===== config.mk =====
export PLATFORM = sky130hd
export DESIGN_NAME = smc_top
export DESIGN_NICKNAME = d
export VERILOG_FILES = /design/src/hdl/smc_pkg.sv /design/src/hdl/smc_edge_if.sv /design/src/hdl/smc_edge_detect.sv /design/src/hdl/smc_pwm_period.sv /design/src/hdl/smc_top.sv
export VERILOG_INCLUDE_DIRS = /design/src /design/src/hdl
export SDC_FILE = /design/constraint.sdc
export NUM_CORES = 1
export LEC_CHECK = 0
export BUFFER_PORTS_ARGS = -buffer_cell sky130_fd_sc_hd__buf_2
export CAP_MARGIN = 20
export CORE_MARGIN = 2
export CORE_UTILIZATION = 49
export CTS_CLUSTER_DIAMETER = 30
export DETAILED_ROUTE_END_ITERATION = 12
export HOLD_SLACK_MARGIN = 0.1
export PLACE_DENSITY = 0.84
export SLEW_MARGIN = 5
export SYNTH_ARGS = -nofsm -noshare
export SYNTH_HDL_FRONTEND = slang
export SYNTH_SLANG_ARGS = --single-unit

===== constraint.sdc =====
create_clock -name pclk -period 2.2 [get_ports pclk]
set_input_delay 0.33 -clock pclk [delete_from_list [all_inputs] [get_ports pclk]]
set_output_delay 0.33 -clock pclk [all_outputs]
set_load 0.01 [all_outputs]

===== src/hdl/smc_cfg.svh =====
`ifndef SMC_CFG_SVH
`define SMC_CFG_SVH

// Register byte address
`define SMC_ADDR_MISC       12'h00C

// Field positions in the control register
`define SMC_BIT_POR         7
`define SMC_BIT_RISE        6
`define SMC_BIT_FALL        5
`define SMC_BIT_EXT_EN      4
`define SMC_BIT_PWM_A       3
`define SMC_BIT_PWM_B       2
`define SMC_BIT_SLOW        1
`define SMC_BIT_WATCHDOG_ARM        0

// Reset values of the control fields
`define SMC_RST_RISE        1'b0
`define SMC_RST_FALL        1'b0
`define SMC_RST_EXT_EN      1'b1
`define SMC_RST_SLOW        1'b0

// Modulator periods and tick ratios
`define SMC_PWM_FAST_PER    13'h0100
`define SMC_PWM_SLOW_PER    13'h1000
`define SMC_PWM_FAST_MUL    9'h100
`define SMC_PWM_SLOW_MUL    9'h010

// Bus divide ratios in oscillator clocks
`define SMC_DIV_NORMAL      6'h02
`define SMC_DIV_SLOW        6'h20

`endif


===== src/hdl/smc_pkg.sv =====
package smc_pkg;

    typedef enum logic [1:0] {
        SMC_SENSE_FALL_LOW = 2'b00,
        SMC_SENSE_FALL     = 2'b01,
        SMC_SENSE_RISE     = 2'b10,
        SMC_SENSE_BOTH     = 2'b11
    } smc_sense_e;

    typedef enum logic [2:0] {
        SMC_APB_IDLE   = 3'b001,
        SMC_APB_SETUP  = 3'b010,
        SMC_APB_ACCESS = 3'b100
    } smc_apb_e;

endpackage


===== src/hdl/smc_edge_if.sv =====
`timescale 1ns/1ps

interface smc_edge_if;
    logic                  sample;
    smc_pkg::smc_sense_e   sense;
    logic                  request;

    modport detector (
        input  sample,
        input  sense,
        output request
    );
    modport owner (
        output sample,
        output sense,
        input  request
    );
endinterface


===== src/hdl/smc_edge_detect.sv =====
`timescale 1ns/1ps

// Edge and level detector for one already synchronised line
module smc_edge_detect (
    input  wire logic   pclk,
    input  wire logic   presetn,
    smc_edge_if.detector port_i
);
    logic prev_reg;
    logic prev_next;
    logic fell;
    logic rose;

    always_comb begin
        prev_next = port_i.sample;
    end

    always_ff @(posedge pclk or negedge presetn) begin
        if (!presetn) begin
            prev_reg <= 1'b1;
        end else begin
            prev_reg <= prev_next;
        end
    end

    // Edges come from comparing consecutive bus-clock samples
    assign fell = prev_reg & ~port_i.sample; // RL20
    assign rose = ~prev_reg & port_i.sample; // RL20

    always_comb begin
        case (port_i.sense)
            smc_pkg::SMC_SENSE_FALL_LOW: port_i.request = fell | ~port_i.sample; // RL20
            smc_pkg::SMC_SENSE_FALL:     port_i.request = fell;
            smc_pkg::SMC_SENSE_RISE:     port_i.request = rose;
            smc_pkg::SMC_SENSE_BOTH:     port_i.request = fell | rose;
            default:                     port_i.request = 1'b0;
        endcase
    end

    a_level_holds: assert property (@(posedge pclk) disable iff (!presetn) // RL20
        (port_i.sense == smc_pkg::SMC_SENSE_FALL_LOW && !port_i.sample)
        |-> port_i.request)
        else $error("Low level did not hold the request");

    a_edge_only: assert property (@(posedge pclk) disable iff (!presetn) // RL20
        (port_i.sense == smc_pkg::SMC_SENSE_FALL && $stable(port_i.sample))
        |-> !port_i.request)
        else $error("Edge mode requested without an edge");
endmodule


===== src/hdl/smc_pwm_period.sv =====
`timescale 1ns/1ps

`include "smc_cfg.svh"

// Period counter of one modulator; slow select takes effect at once
module smc_pwm_period (
    input  wire logic        pclk,
    input  wire logic        presetn,
    input  wire logic        timer_tick,
    input  wire logic        slow_sel,
    output logic [12:0]      phase,
    output logic             period_start
);
    logic [12:0] cnt_reg;
    logic [12:0] cnt_next;
    logic [12:0] last;

    // No double buffer: a change mid-period shortens or stretches it
    assign last = slow_sel ? (`SMC_PWM_SLOW_PER - 13'h0001)
                           : (`SMC_PWM_FAST_PER - 13'h0001); // RL9 RL10 RL12

    always_comb begin
        cnt_next = cnt_reg;
        if (timer_tick) begin
            if (cnt_reg >= last) begin
                cnt_next = 13'h0000;
            end else begin
                cnt_next = cnt_reg + 13'h0001;
            end
        end
    end

    always_ff @(posedge pclk or negedge presetn) begin
        if (!presetn) begin
            cnt_reg <= 13'h0000;
        end else begin
            cnt_reg <= cnt_next;
        end
    end

    assign phase        = cnt_reg;
    assign period_start = timer_tick && (cnt_reg >= last);

    a_period_wrap: assert property (@(posedge pclk) disable iff (!presetn) // RL9
        (timer_tick && !slow_sel && cnt_reg == 13'h00FF) |=> cnt_reg == 13'h0000)
        else $error("Fast period did not wrap at 256");

    a_slow_span: assert property (@(posedge pclk) disable iff (!presetn) // RL10
        (timer_tick && slow_sel && cnt_reg == 13'h00FF) |=> cnt_reg == 13'h0100)
        else $error("Slow period wrapped early");
endmodule


===== src/hdl/smc_top.sv =====
// Overview of operation
// RL1: Power-on reset sets the power-on flag in bit 7.
// RL2: Software cannot set the flag; writing zero clears it, one keeps it.
// RL3: Select bits give pin sense: fall+low, fall, rise, both edges.
// RL4: Wired-OR port uses the inverted sense for the same select codes.
// RL5: Select bits are written only while the CPU interrupt mask is set.
// RL6: Power-on and external reset clear both select bits.
// RL7: Enable bit passes external pin requests; zero blocks them.
// RL8: Enable writable only under interrupt mask; reset sets it to one.
// RL9: Modulator A slow select picks 4096 timer periods, else 256.
// RL10: Modulator B slow select picks 4096 timer periods, else 256.
// RL11: Fastest rate is overflow rate times 256, slowest times 16.
// RL12: Software sets slow selects before modulator values; no buffering.
// RL13: Slow bus mode divides oscillator by 32, otherwise by 2.
// RL14: Reduced bus rate applies to every section of the device; here only the bus_clk_tick output is divided.
// RL15: Resets and entering stop mode clear the slow bus mode bit.
// RL16: Writing one to watchdog bit clears and enables the watchdog.
// RL17: Writing zero to watchdog bit has no effect.
// RL18: After any reset watchdog bit takes the build option value.
// RL19: Wired-OR request comes from port B inputs only while enabled.
// RL20: Pin sampled on bus clock; edges by compare, level holds request.
`timescale 1ns/1ps

`include "smc_cfg.svh"

module smc_top #(
    parameter logic WATCHDOG_ARM_OPTION = 1'b0
) (
    input  wire logic        pclk,
    input  wire logic        presetn,
    input  wire logic        por_event,
    input  wire logic        ext_reset_event,
    input  wire logic        psel,
    input  wire logic        penable,
    input  wire logic        pwrite,
    input  wire logic [11:0] paddr,
    input  wire logic [31:0] pwdata,
    input  wire logic [3:0]  pstrb,
    output logic [31:0]      prdata,
    output logic             pready,
    output logic             pslverr,
    input  wire logic        cpu_irq_mask,
    input  wire logic        stop_entry,
    input  wire logic        ext_irq_pin_n,
    input  wire logic [7:0]  port_b_pins,
    input  wire logic [7:0]  port_b_dir,
    input  wire logic        wired_or_irq_enable,
    input  wire logic        osc_tick,
    input  wire logic        timer_overflow_flag,
    output logic             ext_irq_request,
    output logic             bus_clk_tick,
    output logic             pwm_a_period_start,
    output logic             pwm_b_period_start,
    output logic [12:0]      pwm_a_phase,
    output logic [12:0]      pwm_b_phase,
    output logic             watchdog_enable,
    output logic             watchdog_clear
);
    logic       por_flag_reg;
    logic       por_flag_next;
    logic       ext_irq_rise_select_reg;
    logic       ext_irq_rise_select_next;
    logic       ext_irq_fall_select_reg;
    logic       ext_irq_fall_select_next;
    logic       ext_irq_enable_reg;
    logic       ext_irq_enable_next;
    logic       pwm_a_slow_select_reg;
    logic       pwm_a_slow_select_next;
    logic       pwm_b_slow_select_reg;
    logic       pwm_b_slow_select_next;
    logic       slow_bus_select_reg;
    logic       slow_bus_select_next;
    logic       watchdog_arm_reg;
    logic       watchdog_arm_next;
    logic       watchdog_arm_clear_reg;
    logic       watchdog_arm_clear_next;
    logic [31:0] prdata_reg;
    logic [31:0] prdata_next;
    logic       pslverr_reg;
    logic       pslverr_next;
    logic [1:0] pin_sync_reg;
    logic [1:0] pin_sync_next;
    logic [7:0] pb_sync1_reg;
    logic [7:0] pb_sync2_reg;
    logic [5:0] div_reg;
    logic [5:0] div_next;
    logic       wr_hit;
    logic       wr_lane0;
    logic       addr_ok;
    logic [7:0] misc_view;
    logic [1:0] sense_sel;
    logic       ext_req;
    logic       woi_req;
    logic       woi_level;
    logic [5:0] div_last;

    smc_edge_if ext_if ();
    smc_edge_if woi_if ();

    assign addr_ok  = (paddr == `SMC_ADDR_MISC);
    assign wr_hit   = psel && penable && pwrite && addr_ok;
    assign wr_lane0 = wr_hit && pstrb[0];

    assign misc_view = {por_flag_reg, ext_irq_rise_select_reg, ext_irq_fall_select_reg,
                        ext_irq_enable_reg, pwm_a_slow_select_reg, pwm_b_slow_select_reg,
                        slow_bus_select_reg, watchdog_arm_reg};

    // Register fields; a hardware set always beats a software clear
    always_comb begin
        por_flag_next            = por_flag_reg;
        ext_irq_rise_select_next = ext_irq_rise_select_reg;
        ext_irq_fall_select_next = ext_irq_fall_select_reg;
        ext_irq_enable_next      = ext_irq_enable_reg;
        pwm_a_slow_select_next   = pwm_a_slow_select_reg;
        pwm_b_slow_select_next   = pwm_b_slow_select_reg;
        slow_bus_select_next     = slow_bus_select_reg;
        watchdog_arm_next        = watchdog_arm_reg;
        watchdog_arm_clear_next          = 1'b0;
        if (wr_lane0) begin
            if (!pwdata[`SMC_BIT_POR]) begin
                por_flag_next = 1'b0; // RL2
            end
            if (cpu_irq_mask) begin
                ext_irq_rise_select_next = pwdata[`SMC_BIT_RISE]; // RL5
                ext_irq_fall_select_next = pwdata[`SMC_BIT_FALL]; // RL5
                ext_irq_enable_next      = pwdata[`SMC_BIT_EXT_EN]; // RL8
            end
            pwm_a_slow_select_next = pwdata[`SMC_BIT_PWM_A];
            pwm_b_slow_select_next = pwdata[`SMC_BIT_PWM_B];
            slow_bus_select_next   = pwdata[`SMC_BIT_SLOW];
            if (pwdata[`SMC_BIT_WATCHDOG_ARM]) begin
                watchdog_arm_next = 1'b1; // RL16 RL17
                watchdog_arm_clear_next   = 1'b1; // RL16
            end
        end
        if (stop_entry) begin
            slow_bus_select_next = 1'b0; // RL15
        end
        if (ext_reset_event || por_event) begin
            ext_irq_rise_select_next = `SMC_RST_RISE; // RL6
            ext_irq_fall_select_next = `SMC_RST_FALL; // RL6
            ext_irq_enable_next      = `SMC_RST_EXT_EN; // RL8
            slow_bus_select_next     = `SMC_RST_SLOW; // RL15
            pwm_a_slow_select_next   = 1'b0;
            pwm_b_slow_select_next   = 1'b0;
            watchdog_arm_next        = WATCHDOG_ARM_OPTION; // RL18
            watchdog_arm_clear_next          = 1'b0;
        end
        if (por_event) begin
            por_flag_next = 1'b1; // RL1
        end
    end

    // Asynchronous reset is taken as power-on: flag set, watchdog at option
    always_ff @(posedge pclk or negedge presetn) begin
        if (!presetn) begin
            por_flag_reg            <= 1'b1; // RL1
            ext_irq_rise_select_reg <= `SMC_RST_RISE;
            ext_irq_fall_select_reg <= `SMC_RST_FALL;
            ext_irq_enable_reg      <= `SMC_RST_EXT_EN;
            pwm_a_slow_select_reg   <= 1'b0;
            pwm_b_slow_select_reg   <= 1'b0;
            slow_bus_select_reg     <= `SMC_RST_SLOW;
            watchdog_arm_reg        <= WATCHDOG_ARM_OPTION; // RL18
            watchdog_arm_clear_reg          <= 1'b0;
        end else begin
            por_flag_reg            <= por_flag_next;
            ext_irq_rise_select_reg <= ext_irq_rise_select_next;
            ext_irq_fall_select_reg <= ext_irq_fall_select_next;
            ext_irq_enable_reg      <= ext_irq_enable_next;
            pwm_a_slow_select_reg   <= pwm_a_slow_select_next;
            pwm_b_slow_select_reg   <= pwm_b_slow_select_next;
            slow_bus_select_reg     <= slow_bus_select_next;
            watchdog_arm_reg        <= watchdog_arm_next;
            watchdog_arm_clear_reg          <= watchdog_arm_clear_next;
        end
    end

    assign watchdog_enable = watchdog_arm_reg;
    assign watchdog_clear  = watchdog_arm_clear_reg;

    // APB slave: zero wait states, read data registered in setup
    always_comb begin
        prdata_next  = prdata_reg;
        pslverr_next = 1'b0;
        if (psel && !penable) begin
            prdata_next  = addr_ok ? {24'h00_0000, misc_view} : 32'h0000_0000;
            pslverr_next = !addr_ok;
        end
    end

    always_ff @(posedge pclk or negedge presetn) begin
        if (!presetn) begin
            prdata_reg  <= 32'h0000_0000;
            pslverr_reg <= 1'b0;
        end else begin
            prdata_reg  <= prdata_next;
            pslverr_reg <= pslverr_next;
        end
    end

    assign prdata  = prdata_reg;
    assign pready  = 1'b1;
    assign pslverr = pslverr_reg && psel && penable;

    // Pins come from outside the clock domain
    always_comb begin
        pin_sync_next = {pin_sync_reg[0], ext_irq_pin_n};
    end

    always_ff @(posedge pclk or negedge presetn) begin
        if (!presetn) begin
            pin_sync_reg <= 2'b11;
            pb_sync1_reg <= 8'h00;
            pb_sync2_reg <= 8'h00;
        end else begin
            pin_sync_reg <= pin_sync_next;
            pb_sync1_reg <= port_b_pins;
            pb_sync2_reg <= pb_sync1_reg;
        end
    end

    assign sense_sel = {ext_irq_rise_select_reg, ext_irq_fall_select_reg};

    assign ext_if.sample = pin_sync_reg[1];
    assign ext_if.sense  = smc_pkg::smc_sense_e'(sense_sel); // RL3

    // Inverting the wired-OR level gives the mirrored sensitivity
    assign woi_level     = ~(|(pb_sync2_reg & ~port_b_dir)); // RL19 RL4
    assign woi_if.sample = woi_level;
    assign woi_if.sense  = smc_pkg::smc_sense_e'(sense_sel); // RL4

    smc_edge_detect u_ext_det (
        .pclk    (pclk),
        .presetn (presetn),
        .port_i  (ext_if.detector)
    );

    smc_edge_detect u_woi_det (
        .pclk    (pclk),
        .presetn (presetn),
        .port_i  (woi_if.detector)
    );

    assign ext_req = ext_if.request & ext_irq_enable_reg; // RL7
    assign woi_req = woi_if.request & wired_or_irq_enable; // RL19
    assign ext_irq_request = ext_req | woi_req;

    // Bus tick divider; the tick only drives the bus_clk_tick output, no section here uses it
    assign div_last = slow_bus_select_reg ? (`SMC_DIV_SLOW - 6'h01)
                                          : (`SMC_DIV_NORMAL - 6'h01); // RL13

    always_comb begin
        div_next = div_reg;
        if (osc_tick) begin
            div_next = (div_reg >= div_last) ? 6'h00 : div_reg + 6'h01;
        end
    end

    always_ff @(posedge pclk or negedge presetn) begin
        if (!presetn) begin
            div_reg <= 6'h00;
        end else begin
            div_reg <= div_next;
        end
    end

    assign bus_clk_tick = osc_tick && (div_reg >= div_last); // RL14

    // Period 256 or 4096 timer clocks gives overflow rate x256 or x16
    smc_pwm_period u_pwm_a (
        .pclk         (pclk),
        .presetn      (presetn),
        .timer_tick   (timer_overflow_flag),
        .slow_sel     (pwm_a_slow_select_reg),
        .phase        (pwm_a_phase),
        .period_start (pwm_a_period_start)
    ); // RL9 RL11

    smc_pwm_period u_pwm_b (
        .pclk         (pclk),
        .presetn      (presetn),
        .timer_tick   (timer_overflow_flag),
        .slow_sel     (pwm_b_slow_select_reg),
        .phase        (pwm_b_phase),
        .period_start (pwm_b_period_start)
    ); // RL10 RL11

    a_por_sets: assert property (@(posedge pclk) disable iff (!presetn) // RL1
        por_event |=> por_flag_reg)
        else $error("Power-on did not set the flag");

    a_por_no_swset: assert property (@(posedge pclk) disable iff (!presetn) // RL2
        (!por_flag_reg && !por_event) |=> !por_flag_reg)
        else $error("Power-on flag set without power-on");

    a_mask_guard: assert property (@(posedge pclk) disable iff (!presetn) // RL5
        (wr_lane0 && !cpu_irq_mask && !por_event && !ext_reset_event)
        |=> $stable(sense_sel) && $stable(ext_irq_enable_reg))
        else $error("Select or enable changed without mask");

    a_reset_sense: assert property (@(posedge pclk) disable iff (!presetn) // RL6
        ext_reset_event |=> sense_sel == 2'b00 && ext_irq_enable_reg)
        else $error("External reset left sense or enable wrong");

    a_ext_block: assert property (@(posedge pclk) disable iff (!presetn) // RL7
        !ext_irq_enable_reg && !woi_req |-> !ext_irq_request)
        else $error("Blocked request passed");

    a_watchdog_arm_arm: assert property (@(posedge pclk) disable iff (!presetn) // RL16
        (wr_lane0 && pwdata[`SMC_BIT_WATCHDOG_ARM] && !por_event && !ext_reset_event)
        |=> watchdog_arm_reg && watchdog_clear)
        else $error("Watchdog write one did not arm");

    a_watchdog_arm_stay: assert property (@(posedge pclk) disable iff (!presetn) // RL17
        (watchdog_arm_reg && !por_event && !ext_reset_event) |=> watchdog_arm_reg)
        else $error("Watchdog became disabled");

    a_stop_slow: assert property (@(posedge pclk) disable iff (!presetn) // RL15
        stop_entry |=> !slow_bus_select_reg)
        else $error("Stop entry left slow mode set");

    a_slow_div: assert property (@(posedge pclk) disable iff (!presetn) // RL13
        (slow_bus_select_reg && bus_clk_tick) |-> div_reg == 6'h1F)
        else $error("Slow mode divide is not 32");
endmodule


Yosys cells after proc, flatten, opt, wreduce, memory -nomap -nowiden:

Cells that the tools add are included.

* memory bits (read-only): 0
* input bits: 77
* memory bits (writable): 0
* output and inout port bits: 66
* latch bits: 0
* memories: 0
* flip-flop bits (word level): 94

* bitwise operators: 17
* shift operators: 0
* reductions and logical operators: 23
* equality and inequality tests: 5
* mux-type cells: 35
* magnitude comparators: 3
* add/sub/neg operators: 3
* $mul: 0
* div/mod/pow operators: 0

Operators with widths (number)
* $add 13x1->13 const B: 2
* $ge 13x13->1: 2
* $mux 1: 26
* $mux 13: 2
* $mux 12: 2
* $eq 12x4->1 const B: 1
* $logic_and 1x1->1: 10
* $and 8x8->8: 1
* $mux 8: 1
* $not 8->8: 1
* $pmux 1 s4: 2
* $reduce_bool 2->1: 4
* $reduce_or 8->1: 1
* $add 6x1->6 const B: 1
* $and 1x1->1: 6
* $ge 6x5->1: 1
* $mux 6: 1
* $reduce_and 2->1: 3
* $mux 5: 1
* $or 1x1->1: 5
* $eq 2x2->1 const B: 2
* $not 1->1: 4
* $reduce_bool 3->1: 1
* $eq 2x1->1 const B: 1
* 4 further kinds: 5

Longest topological paths before layout:

* word-level depth: 9
* mapped depth: 8
* gate-level depth less buffers: 7

By module:

Synthesis repeated with hierarchy kept, for this count alone.

* cell total of the unflattened synthesis: 379
* area, all modules: 3811.2 um^2

By module, submodules not included
* smc_top: sequential area each 1056.0 um^2, area an instance 1903.1 um^2, cells an instance 181, times used 1
* smc_pwm_period (u_pwm_b): sequential area each 325.3 um^2, area an instance 860.8 um^2, cells an instance 88, times used 1
* smc_pwm_period (u_pwm_a): sequential area each 325.3 um^2, area an instance 829.5 um^2, cells an instance 86, times used 1
* smc_edge_detect: sequential area each 26.3 um^2, area an instance 108.9 um^2, cells an instance 12, times used 2

Least setup slack after synthesis:

Ideal clock, no wire load.

* path type: register to output
* start point: register u_pwm_a.cnt_reg[10] (netlist: u_pwm_a.phase[10])
* end point: output port pwm_a_period_start
* data required time: 1.870 ns
* path buffers: 1
* cell stages (with the launch flop): 6
* setup slack: 0.245 ns
* data arrival time: 1.625 ns
* path through: dfrtp_1 -> ha_1 -> a21o_1 -> a211o_1 -> o21a_1 -> clkbuf_1

* longest elaborated chain between the ends: 2

RTL lines
* from (decl): RTL line smc_pwm_period.sv:14 `logic [12:0] cnt_reg;`
* from (signal assigned): RTL line smc_pwm_period.sv:37 `cnt_reg <= cnt_next;`
* $ge 13x13->1: RTL line smc_pwm_period.sv:42 `assign period_start = timer_tick && (cnt_reg >= last);`
* $logic_and 1x1->1: RTL line smc_pwm_period.sv:42
* to (decl): RTL line smc_top.sv:52 `output logic pwm_a_period_start,`

Every way passes these cells.

Worst setup path in the final report:

* start point: register pwm_b_slow_select_reg
* end point: output port pwm_b_period_start

* longest elaborated chain between the ends: 3

RTL lines
* from (decl): RTL line smc_top.sv:69 `logic pwm_b_slow_select_reg;`
* from (signal assigned): RTL line smc_top.sv:172 `pwm_b_slow_select_reg <= pwm_b_slow_select_next;`
* $mux 12: RTL line smc_pwm_period.sv:19 `` assign last = slow_sel ? (`SMC_PWM_SLOW_PER - 13'h0001) ``
* $ge 13x13->1: RTL line smc_pwm_period.sv:42
* $logic_and 1x1->1: RTL line smc_pwm_period.sv:42
* to (decl): RTL line smc_top.sv:53 `output logic pwm_b_period_start,`

Every way passes these cells.

==> results.sh <==
export IMPL_yosysMostFrequentCell="dfrtp_1"
export IMPL_floorplan_initialDensity=0.5142
export IMPL_syn_area_per_cell_um2=10.30
export IMPL_cp_start_kind="register"
export IMPL_row_count=30
export IMPL_setup_viol=1
export IMPL_synth_edf_count=0
export IMPL_globalplace_congestion=0.8143
export IMPL_io_pin_count=143
export IMPL_clockRootBuffer="clkbuf_8"
export IMPL_clock_sinks=70
export IMPL_total_power_w=0.003471
export IMPL_cap_violations=0
export IMPL_routed_via_density=5.157
export IMPL_core_um2=6869
export IMPL_tritoncts="built"
export IMPL_period_needed_ps=2208
export IMPL_outcome="finished with violations"
export IMPL_synthTopCellsByCount="dfrtp_1, nor2_1, buf_4"
export IMPL_grt_max_degree=35
export IMPL_ys_seq_area_frac=0.4981
export IMPL_synthArstFlopShare=1.000
export IMPL_synthMuxAreaShare=0.02303
export IMPL_crit_arrival_ps=1880
export IMPL_end_kind="output pin"
export IMPL_leakagePower_nw=2.313
export IMPL_cts_buffers=9
export IMPL_clk_pin_slew_ps=80
export IMPL_yosysUniqueCellTypes=48
export IMPL_htree_levels=3
export IMPL_power_density_nw_per_um2=762.1
export IMPL_yosys_warnings=0
export IMPL_route_detailed_drc=0
export IMPL_drtPass1Iterations=4
export IMPL_peakVddDrop_mv=0.5777
export IMPL_max_freq_mhz=452.9
export IMPL_ys_flop_type="dfrtp_1"
export IMPL_port_buffer_count=90
export IMPL_grt_pass1_vias=2786
export IMPL_slew_viol_final=0
export IMPL_synth_top_family_by_area="simple AND/OR/NAND/NOR gates"
export IMPL_die_w_um=88.90
export IMPL_dp_hpwl_mm=5.613
export IMPL_yosys_area_share_simple=0.1690
export IMPL_nets=567
export IMPL_ant_nets=0
export IMPL_synthCells=343
export IMPL_areaGrowthSynthToFinish_pct=28.94
export IMPL_worstPathRequired_ps=1870
export IMPL_cts_path_max_buffers=2
export IMPL_grtUsageTotal=0.2103
export IMPL_preCtsSetupSlack_ps=84.66
export IMPL_grt_pass1_wl_mm=12.65
export IMPL_synth_area_um2=3532
export IMPL_post_route_util=0.6630
export IMPL_violations="negative setup slack"
export IMPL_crit_type="reg -> out"
export IMPL_wl_per_cell_um=14.52
export IMPL_min_period_over_period=1.004
export IMPL_ys_seq_elements=70
export IMPL_fillers=573
export IMPL_fin_worst_skew_ps=6.978
export IMPL_ys_top_cells_by_area="dfrtp_1, ha_1, buf_4, dfstp_2, a22o_1"
export IMPL_routed_wl_mm=8.322
export IMPL_rsz0062_at_grt="true"
export IMPL_synth_adder_area_share=0.06376
export IMPL_grt_overflow=0
export IMPL_synth_compound_area_share=0.1307
export IMPL_die_area_um2=7903
export IMPL_hold_violations=0
export IMPL_clock_latency_ps=340
export IMPL_dieHeight_um=88.90
export IMPL_fin_ws_ps=-7.783
export IMPL_synth_xor_area_frac=0.02728
export IMPL_drt_first_iter_violations=92
export IMPL_via_count=2955
export IMPL_drive_above_1_share=0.3459
export IMPL_synth_top_cell_area_share=0.4534
export IMPL_cp_max_fo=4
export IMPL_yosysTopAreaCell="dfrtp_1"
export IMPL_diodes=0
export IMPL_hold_path_class="in -> reg"
export IMPL_antenna_found_initial=0
## per-layer routing
layer / wire length (um) / share of wire / vias up / global-route usage
met5: 0 / 0 / - / 0
met4: 105 / 0.013 / 0 / 0.06887
met3: 474 / 0.057 / 10 / 0.06002
met2: 4298 / 0.52 / 99 / 0.3630
met1: 3444 / 0.41 / 1427 / 0.2541
li1: - / - / 1419 / -
## cell type report
type / count / area (um2) / share of cell area
clock buffer: 11 / 131.4 / 0.02885
clock inverter: 5 / 37.54 / 0.008242
inverter: 24 / 90.09 / 0.01978
multi-input combinational: 240 / 1655 / 0.3635
sequential: 70 / 1760 / 0.3865
tap: 96 / 120.1 / 0.02637
timing repair buffer: 127 / 759.5 / 0.1668
## timing repair
| item | CTS | global route |
|---|---|---|
| resized for setup | 11 | 13 |
| endpoints found under the setup margin | 4 | 12 |
| endpoints found under the hold margin | 14 | 0 |
| buffers inserted | 8 | 9 |
| pin swaps | 6 | 7 |
| hold buffers | 10 | 0 |
## per-stage QoR
step           area, um2  hold slack [ps]  std cells  TNS (ps)
2_1_floorplan       3618            34.41        366         0
4_1_cts             4425            115.1        564    -17.12
3_5_place_dp        4050            166.5        530         0
5_1_grt             4554            111.4        573    -279.3
6_report            4554            132.9        573    -7.783
3_3_place_gp        4050            164.2        530         0
## cell usage in the layout, fill, tap and decap left out, types with 3 or more instances in the layout
cell type	netlist	layout
buf_4	25	27
nor3_1	9	9
nand2b_1	4	4
o22ai_1	4	4
xnor2_1	6	6
nand2_1	18	16
a22o_1	13	13
nand3_1	15	15
conb_1	2	25
nand4_1	6	6
ha_4	0	3
o2bb2ai_1	6	6
dlygate4sd3_1	0	10
dfrtp_1	64	63
and3_1	6	6
inv_1	24	21
nor4_1	5	4
o21ai_0	12	11
nor2_1	28	26
clkbuf_8	0	9
ha_1	18	13
a21o_1	6	5
inv_2	0	3
dfstp_2	6	6
buf_2	0	89
xor2_1	5	5
mux2i_1	7	7
a21oi_1	16	15
## cell families (layout without fill, tap and decap cells)
logic type | after synthesis | in the layout
flip-flops | 70 | 70
adder cells (fa/ha/maj) | 18 | 18
AO/OA/AOI/OAI | 68 | 68
XOR/XNOR | 11 | 11
multiplexers | 8 | 8
other | 2 | 25
buffers and inverters | 56 | 167
AND/OR/NAND/NOR | 110 | 110
## path summary, 6_finish.rpt
kind,from,to,slack [ps],cells after the start
worst max-delay path,pwm_b_slow_select_reg$_DFFE_PN0P_,pwm_b_period_start,-8,7
worst min-delay path,stop_entry,slow_bus_select_reg$_DFFE_PN0P_,130,2
worst max register to register,pwm_b_slow_select_reg$_DFFE_PN0P_,u_pwm_b.phase[9]$_DFFE_PN0P_,150,9
worst min register to register,pb_sync1_reg[2]$_DFF_PN0_,pb_sync2_reg[2]$_DFF_PN0_,350,0
max in group asynchronous,presetn,pin_sync_reg[0]$_DFF_PN1_,1190,3
min in group asynchronous,presetn,u_pwm_b.phase[6]$_DFFE_PN0P_,330,2
## critical path: stages, from the launching register on
cell     delay [ps]
dfrtp_1         390
inv_2            80
ha_4            280
nand2_4          50
o41ai_4         360
a21oi_2         120
nor2_2          120
buf_2           140
## power by group
| part | internal (W) | total [W] | switching, W |
|---|---|---|---|
| Combinational | 0.000486 | 0.000973 | 0.000488 |
| Sequential | 0.00142 | 0.00159 | 0.000177 |
| Clock | 0.000411 | 0.000904 | 0.000493 |
Note: power is estimated with default switching activity, not from simulation.
